**config.mk**
```make
export PLATFORM = sky130hd
export DESIGN_NAME = rsd_strap_debug
export DESIGN_NICKNAME = d
export VERILOG_FILES = /design/src/rtl/rsd_pkg.sv /design/src/rtl/rsd_strap_debug.sv
export SDC_FILE = /design/constraint.sdc
export NUM_CORES = 1
export LEC_CHECK = 0
export BUFFER_PORTS_ARGS = -buffer_cell sky130_fd_sc_hd__buf_2
export CELL_PAD_IN_SITES_DETAIL_PLACEMENT = 0
export CELL_PAD_IN_SITES_GLOBAL_PLACEMENT = 2
export CORE_MARGIN = 2
export CORE_UTILIZATION = 32
export DETAILED_ROUTE_END_ITERATION = 16
export PLACE_DENSITY = 0.83
export SLEW_MARGIN = 0
export SYNTH_ARGS = -nofsm -noshare
export SYNTH_HDL_FRONTEND = slang
export SYNTH_SLANG_ARGS = --single-unit
```
**constraint.sdc**
```tcl
create_clock -name clk_in -period 2 [get_ports clk_in]
set_input_delay 0.1 -clock clk_in [delete_from_list [all_inputs] [get_ports clk_in]]
set_output_delay 0.1 -clock clk_in [all_outputs]
set_load 0.01 [all_outputs]
```
**src/rtl/rsd_pkg.sv**
```systemverilog
// Shared constants and types for the reset strap and debug pin selector
package rsd_pkg;
   // ------------------------------------------------------------
   // Timing
   // ------------------------------------------------------------
   localparam int RSD_CLK_HZ = 50_000_000;
   localparam int RSD_SAMPLE_DELAY_NS = 1500;
   // Rounded up so the pins have settled for at least the full delay
   localparam int RSD_SAMPLE_CYCLES =
      (RSD_SAMPLE_DELAY_NS * (RSD_CLK_HZ / 1_000_000) + 999) / 1000;

   // ------------------------------------------------------------
   // Widths and codes
   // ------------------------------------------------------------
   localparam int RSD_PT_W = 8;
   localparam int RSD_STRAP_W = 3;
   localparam logic [2:0] RSD_CODE_HIZ = 3'h7;
   localparam logic [2:0] RSD_CODE_CLK = 3'h2;
   localparam logic [7:0] RSD_CFG_RST = 8'h00;

   // Debug clock tap positions in the divider counter
   localparam int RSD_TAP_FAST = 0;
   localparam int RSD_TAP_HALF = 1;
   localparam int RSD_TAP_QUART = 2;
   localparam int RSD_TAP_EIGHTH = 3;

   // ------------------------------------------------------------
   // Types
   // ------------------------------------------------------------
   typedef enum logic [3:0] {
      RSD_ST_HOLD = 4'h1,
      RSD_ST_WAIT = 4'h2,
      RSD_ST_CAPT = 4'h4,
      RSD_ST_RUN = 4'h8
   } rsd_state_type;

   typedef struct packed {
      logic [7:0] cfg;
      logic [2:0] mode;
   } rsd_capture_type;
endpackage

```
**src/rtl/rsd_strap_debug.sv**
```systemverilog
// Strap capture after reset and debug test-point output selection
`timescale 1ns/1ps
`default_nettype none

// Contract
// - Test points high impedance while reset asserted
// - Sample test points 1.5 us after release
// - Hold captured test points as configuration
// - Sample scan-out straps then drive them
// - Captured strap code picks test-point mode
// - Weak pull-ups default strap code to 111
// - Code 010 drives divided debug clocks
// - Software may rewrite test-point mode once straps are captured
module rsd_strap_debug
   import rsd_pkg::*;
#(
   parameter int SAMPLE_CYCLES = RSD_SAMPLE_CYCLES
) (
   // Clock and reset
   input wire logic clk_in,
   input wire logic resetn_in,
   // Debug test-point pins
   input wire logic [7:0] debug_point_pins_in,
   output logic [7:0] debug_point_pins_out,
   output logic [7:0] debug_point_pins_oe_n_out,
   // Scan-out strap pins
   input wire logic [2:0] scan_out_strap_pins_in,
   output logic [2:0] scan_out_strap_pins_out,
   output logic [2:0] scan_out_strap_pins_oe_n_out,
   output logic strap_pullup_en_out,
   // Normal scan-out data once straps are released
   input wire logic [2:0] scan_out_data_in,
   // Software mode rewrite
   input wire logic mode_wr_in,
   input wire logic [2:0] mode_wr_data_in,
   // Captured state
   output logic [7:0] config_out,
   output logic [2:0] strap_code_out,
   output logic [2:0] pt_mode_out,
   output logic captured_out
);

   // ------------------------------------------------------------
   // Elaboration checks
   // ------------------------------------------------------------
   localparam int CW = $clog2(SAMPLE_CYCLES + 1);
   generate
      if (SAMPLE_CYCLES < 1) begin : g_bad_cycles
         $error("SAMPLE_CYCLES must be at least 1");
      end
      // The slowest debug clock must still fit the divider
      if (RSD_TAP_EIGHTH > 3) begin : g_bad_tap
         $error("divider too narrow for the slowest tap");
      end
   endgenerate

   // ------------------------------------------------------------
   // Sequencer state
   // ------------------------------------------------------------
   rsd_state_type state_q, state_d;
   logic [CW-1:0] cnt_q, cnt_d;
   rsd_capture_type cap_q, cap_d;
   logic [2:0] mode_q, mode_d;
   logic [3:0] div_q, div_d;
   logic [7:0] pt_out_q, pt_out_d;
   logic [7:0] pt_oen_q, pt_oen_d;
   logic [2:0] so_out_q, so_out_d;
   logic [2:0] so_oen_q, so_oen_d;
   logic done_q, done_d;
   logic pullup_q, pullup_d;
   wire logic [7:0] clk_pt;

   always_comb begin
      state_d = state_q;
      cnt_d = cnt_q;
      cap_d = cap_q;
      mode_d = mode_q;
      done_d = done_q;
      unique case (state_q)
         RSD_ST_HOLD: begin
            // First edge after release starts the delay count
            cnt_d = '0;
            state_d = RSD_ST_WAIT;
         end
         RSD_ST_WAIT: begin
            cnt_d = cnt_q + CW'(1);
            if (cnt_q == CW'(SAMPLE_CYCLES - 1)) begin
               state_d = RSD_ST_CAPT;
            end
         end
         RSD_ST_CAPT: begin
            cap_d.cfg = debug_point_pins_in;
            cap_d.mode = scan_out_strap_pins_in;
            mode_d = scan_out_strap_pins_in;
            done_d = 1'b1;
            state_d = RSD_ST_RUN;
         end
         RSD_ST_RUN: begin
            // Captures stay frozen; only reset reopens sampling
            if (mode_wr_in) begin
               mode_d = mode_wr_data_in;
            end
         end
      endcase
   end

   always_ff @(posedge clk_in or negedge resetn_in) begin
      if (!resetn_in) begin
         state_q <= RSD_ST_HOLD;
         cnt_q <= '0;
         cap_q <= '{cfg: RSD_CFG_RST, mode: RSD_CODE_HIZ};
         mode_q <= RSD_CODE_HIZ;
         done_q <= 1'b0;
      end else begin
         state_q <= state_d;
         cnt_q <= cnt_d;
         cap_q <= cap_d;
         mode_q <= mode_d;
         done_q <= done_d;
      end
   end

   // ------------------------------------------------------------
   // Debug clock divider
   // ------------------------------------------------------------
   // Free-running from reset so every tap has a defined phase by the
   // time clock mode is entered
   always_comb begin
      div_d = div_q + 4'h1;
   end

   always_ff @(posedge clk_in or negedge resetn_in) begin
      if (!resetn_in) begin
         div_q <= 4'h0;
      end else begin
         div_q <= div_d;
      end
   end

   // Divider tap behind each test point in clock mode
   function automatic int tap_of(input int pt);
      int tap;
      tap = RSD_TAP_FAST;
      if (pt == 1) begin
         tap = RSD_TAP_HALF;
      end
      if (pt == 4) begin
         tap = RSD_TAP_QUART;
      end
      if (pt == 2) begin
         tap = RSD_TAP_EIGHTH;
      end
      return tap;
   endfunction

   // Points 3, 6 and 7 carry no clock and stay low
   localparam logic [7:0] CLK_PTS = 8'h37;

   generate
      for (genvar i = 0; i < 8; i++) begin : g_pt
         assign clk_pt[i] = CLK_PTS[i] & div_q[tap_of(i)];
      end
   endgenerate

   // ------------------------------------------------------------
   // Pin drive
   // ------------------------------------------------------------
   // Taps keep the 8:4:2:1 ratios between the debug clocks; the
   // absolute rates follow the core clock since no faster one exists.
   always_comb begin
      pt_out_d = 8'h00;
      pt_oen_d = 8'hff;
      so_out_d = 3'h0;
      so_oen_d = 3'h7;
      if (state_q == RSD_ST_RUN) begin
         so_out_d = scan_out_data_in;
         so_oen_d = 3'h0;
         if (mode_q == RSD_CODE_CLK) begin
            pt_oen_d = 8'h00;
            pt_out_d = clk_pt;
         end
         // Code 111 and unlisted codes leave the points floating
      end
   end

   always_ff @(posedge clk_in or negedge resetn_in) begin
      if (!resetn_in) begin
         pt_out_q <= 8'h00;
         pt_oen_q <= 8'hff;
         so_out_q <= 3'h0;
         so_oen_q <= 3'h7;
      end else begin
         pt_out_q <= pt_out_d;
         pt_oen_q <= pt_oen_d;
         so_out_q <= so_out_d;
         so_oen_q <= so_oen_d;
      end
   end

   // ------------------------------------------------------------
   // Outputs
   // ------------------------------------------------------------
   // Pull-ups stay on so an unstrapped board reads the idle code;
   // they are weak, so the drive after capture overrides them
   always_comb begin
      pullup_d = 1'b1;
   end

   always_ff @(posedge clk_in or negedge resetn_in) begin
      if (!resetn_in) begin
         pullup_q <= 1'b1;
      end else begin
         pullup_q <= pullup_d;
      end
   end

   assign debug_point_pins_out = pt_out_q;
   assign debug_point_pins_oe_n_out = pt_oen_q;
   assign scan_out_strap_pins_out = so_out_q;
   assign scan_out_strap_pins_oe_n_out = so_oen_q;
   assign strap_pullup_en_out = pullup_q;
   assign config_out = cap_q.cfg;
   assign strap_code_out = cap_q.mode;
   assign pt_mode_out = mode_q;
   assign captured_out = done_q;

endmodule

`default_nettype wire

```
==> results.md <==
* Yosys warns at 0
* CTS root buf: clkbuf_8
* Min Clock Period, post-route at around 1.6 ns
* Highest-count cells in the layout ignoring fill and taps: buf_2 (53), dfrtp_1 (30), mux2_2 (12), dfstp_2 (9), and2_1 (7)
* Num CTS Buffers at 5
* Core area at 5540 sq um
* Synth unique cells at 40
* Peak VDD IR at 0.000233 V
* Worst slew margin at 45.2%
* Start of the worst register-to-register path: state_q[3]
* Mean Syn Cell Area at 12.4 sq um
* DR DRC count at 0
* Worst Tran Pin Value at a little over 0.8 ns
* Peak fanout along the critical path at 10
* Final worst path period share at between 70% and 80%
* PD cells at ~600 nW/um^2
* Initial antenna violation count at 0
* Gate power share at about 2.9%
* Routed WL at 3.16 mm
* F_max at 625 MHz
* Setup clock skew after layout at 0.00513 ns
* Max-Cap Viols at 0
* RSZ-0062 raised after global routing: no
* Worst setup EP type: flip-flop
* Total number of vias at 1227
* RePlAce Congestion at 0.719
* Clock Latency Late Sink at between 0.2 and 0.3 ns
* Drt wl/cell at 11.8 um
* Die footprint at ~6400 sq um
* Mapped Cells at 149
* Cell-internal power at 1050 uW
* Grt ovf at 0
* Height of the die at 79.9 um
* Share of layout cells above drive strength 1 at 48.0%
* CTS tree: done
* CP required at 2.22 ns
* Max Slew Vio Count at 0
* CTS Hold Bufs at 1
* Initial DRC Count at 34
* Chip width at 79.9 um
* Fillcell total at about 550
* Commonest non-fill, non-tap cell in the layout: buf_2
* Post-DP HPWL at 2.34 mm
* CP startpoint kind: flip-flop
* Status: finished clean
* Clock Sinks at 39
* Top FF cell, synth: dfrtp_1
* Hold wc startpoint: scan_out_data_in[0]
* Hold WC Path Type: input pin to flip-flop
* Setup TNS at 0 ns
* Layout area overhead at 17.8%
* Port bufs at 53
* Post-CTS setup repair buffer count at 0
* Total Nets Final at 218
* WHS Endpoint: scan_out_strap_pins_out[0]
* Vias in the first global route at around 1100
* Post-synth top area share at 40.7%
* I/O pin total at 58
* First-pass GRT wire length at roughly 5.2 mm
* Mapped Area at 1840 sq um
* Reg-to-Reg End: debug_point_pins_out[1]
* Endpoints failing setup at 0
* Hold path cells at 2
* Register bit total from synthesis at 39
* # diodes at 0
* Longest Clk Path Bufs at 2
* Leakage at 0.00107 uW
* Post-synthesis async set-or-reset flop share at 100%
* Global Route Usage Sum at a little over a tenth
* Worst EP arrival at 1.82 ns
* Final hold viol count at 0
* H-Tree Depth at 2
* Final total power at 1320 uW
* Antenna Violating Nets Remaining at 0
* WS Path Type: flip-flop to flip-flop
* Initial Util at 33.3%
* Clock share of power at 37.3%
* Clk slew on worst S/H paths at 0.07 ns
* R2R setup slack at 0.40 ns
* Area leader, netlist: dfrtp_1
* Path depth of the worst reg2reg path at 4
* Switch Pwr at 270 uW
* Number of flops mapped to enable cells by yosys at 0
* Switching share of power at roughly a fifth
* CTS resizes at 0
* Top cells by area, synth: dfrtp_1 (41%), dfstp_2 (13%), mux2_2 (7.3%)
* Sequential share of the synthesized area at a little over half
* Site Rows at 27
* Routed vias/inst at 4.58
* Part of the power in registers at 59.8%
* DRT Pass-1 Iters at 4
* Pin count of the biggest net entering global routing at 40
routing by layer:
layer | track usage [%] | wire (um) | share of wire [%]
met2 | 16.1 | 1420 | 45
met5 | 0 | 0 | 0
met3 | 3.51 | 243 | 7.7
met4 | 4.07 | 35 | 1.1
met1 | 13.8 | 1460 | 46
synthesized netlist by cell type (2+ instances only):
library cell / instances
nand2_1: 4
nand3_1: 4
or2_2: 3
a21o_1: 2
inv_1: 5
nor2_1: 5
ha_1: 3
nor4b_4: 3
dfstp_2: 9
buf_4: 14
and2_1: 7
conb_1: 2
buf_2: 2
o21ai_0: 3
clkbuf_1: 2
dfrtp_1: 30
a22o_1: 4
nor3_1: 3
nand2b_1: 6
mux2_2: 12
buf_6: 3
nor4_1: 2
o22ai_1: 2
o221a_2: 3
worst max-delay path: stages, from the launching register on:
cell     delay [ns]
dfrtp_1        0.54
nor4b_4        0.37
inv_1          0.14
nor4b_4        0.31
and2_1         0.17
power groups by stage:
stage               clock (uW)  combinational (uW)  sequential, uW
finish                     492                37.8             789
global route               566                44.5             789
CTS                        517                39.7             789
detailed placement           0                38.1             804
global placement             0                38.8             804
floorplan                    0                10.2             804
logic make-up after synthesis:
kind of cell	Yosys count	synth area share, %
other	2	0.407
multiplexers	12	7.33
AO/OA/AOI/OAI	23	10.2
adder cells (fa/ha/maj)	3	2.04
buffers and inverters	26	9.50
flip-flops	39	53.6
AND/OR/NAND/NOR	42	16.0
XOR/XNOR	2	0.951
worst max path at each step:
stage               start                       to  slack [ns]  cells past startpoint
2_1_floorplan  state_q[3]            config_out[1]        0.43                      4
3_3_place_gp   state_q[3]  debug_point_pins_out[2]        0.44                      4
3_5_place_dp   state_q[3]  debug_point_pins_out[0]        0.40                      4
4_1_cts        state_q[2]  debug_point_pins_out[0]        0.39                      4
5_1_grt        state_q[3]  debug_point_pins_out[2]        0.21                      4
6_report       state_q[3]  debug_point_pins_out[1]        0.40                      4
registers in the layout (all words and copies together) (netlist names):
name                          cells
config_out                        8
cnt_q                             7
debug_point_pins_out              4
div_q                             4
state_q                           4
pt_mode_out                       3
scan_out_strap_pins_out           3
strap_code_out                    3
captured_out                      1
debug_point_pins_oe_n_out         1
scan_out_strap_pins_oe_n_out      1
area by class of cell:
cell class	count	area, sq um	area share [%]
sequential	39	987	45.5
clock buffer	7	76.3	3.52
inverter	5	18.8	0.865
timing repair buffer	58	305	14.1
clock inverter	1	5.00	0.231
multi-input combinational	86	688	31.7
tap	72	90.1	4.15
stage by stage:
step           setup WS (ns)  cell area (sq um)  util [%]  hold slack (ns)  std cells
2_1_floorplan          0.431               1850         -           -0.196        151
3_3_place_gp           0.436               2080      37.5            0.272        259
3_5_place_dp           0.400               2080      37.5            0.250        259
4_1_cts                0.392               2170      39.2           0.0111        268
5_1_grt                0.213               2170      39.2          0.00719        268
6_report               0.401               2170      39.2           0.0167        268
No activity file was read; power rests on OpenSTA's default activity.
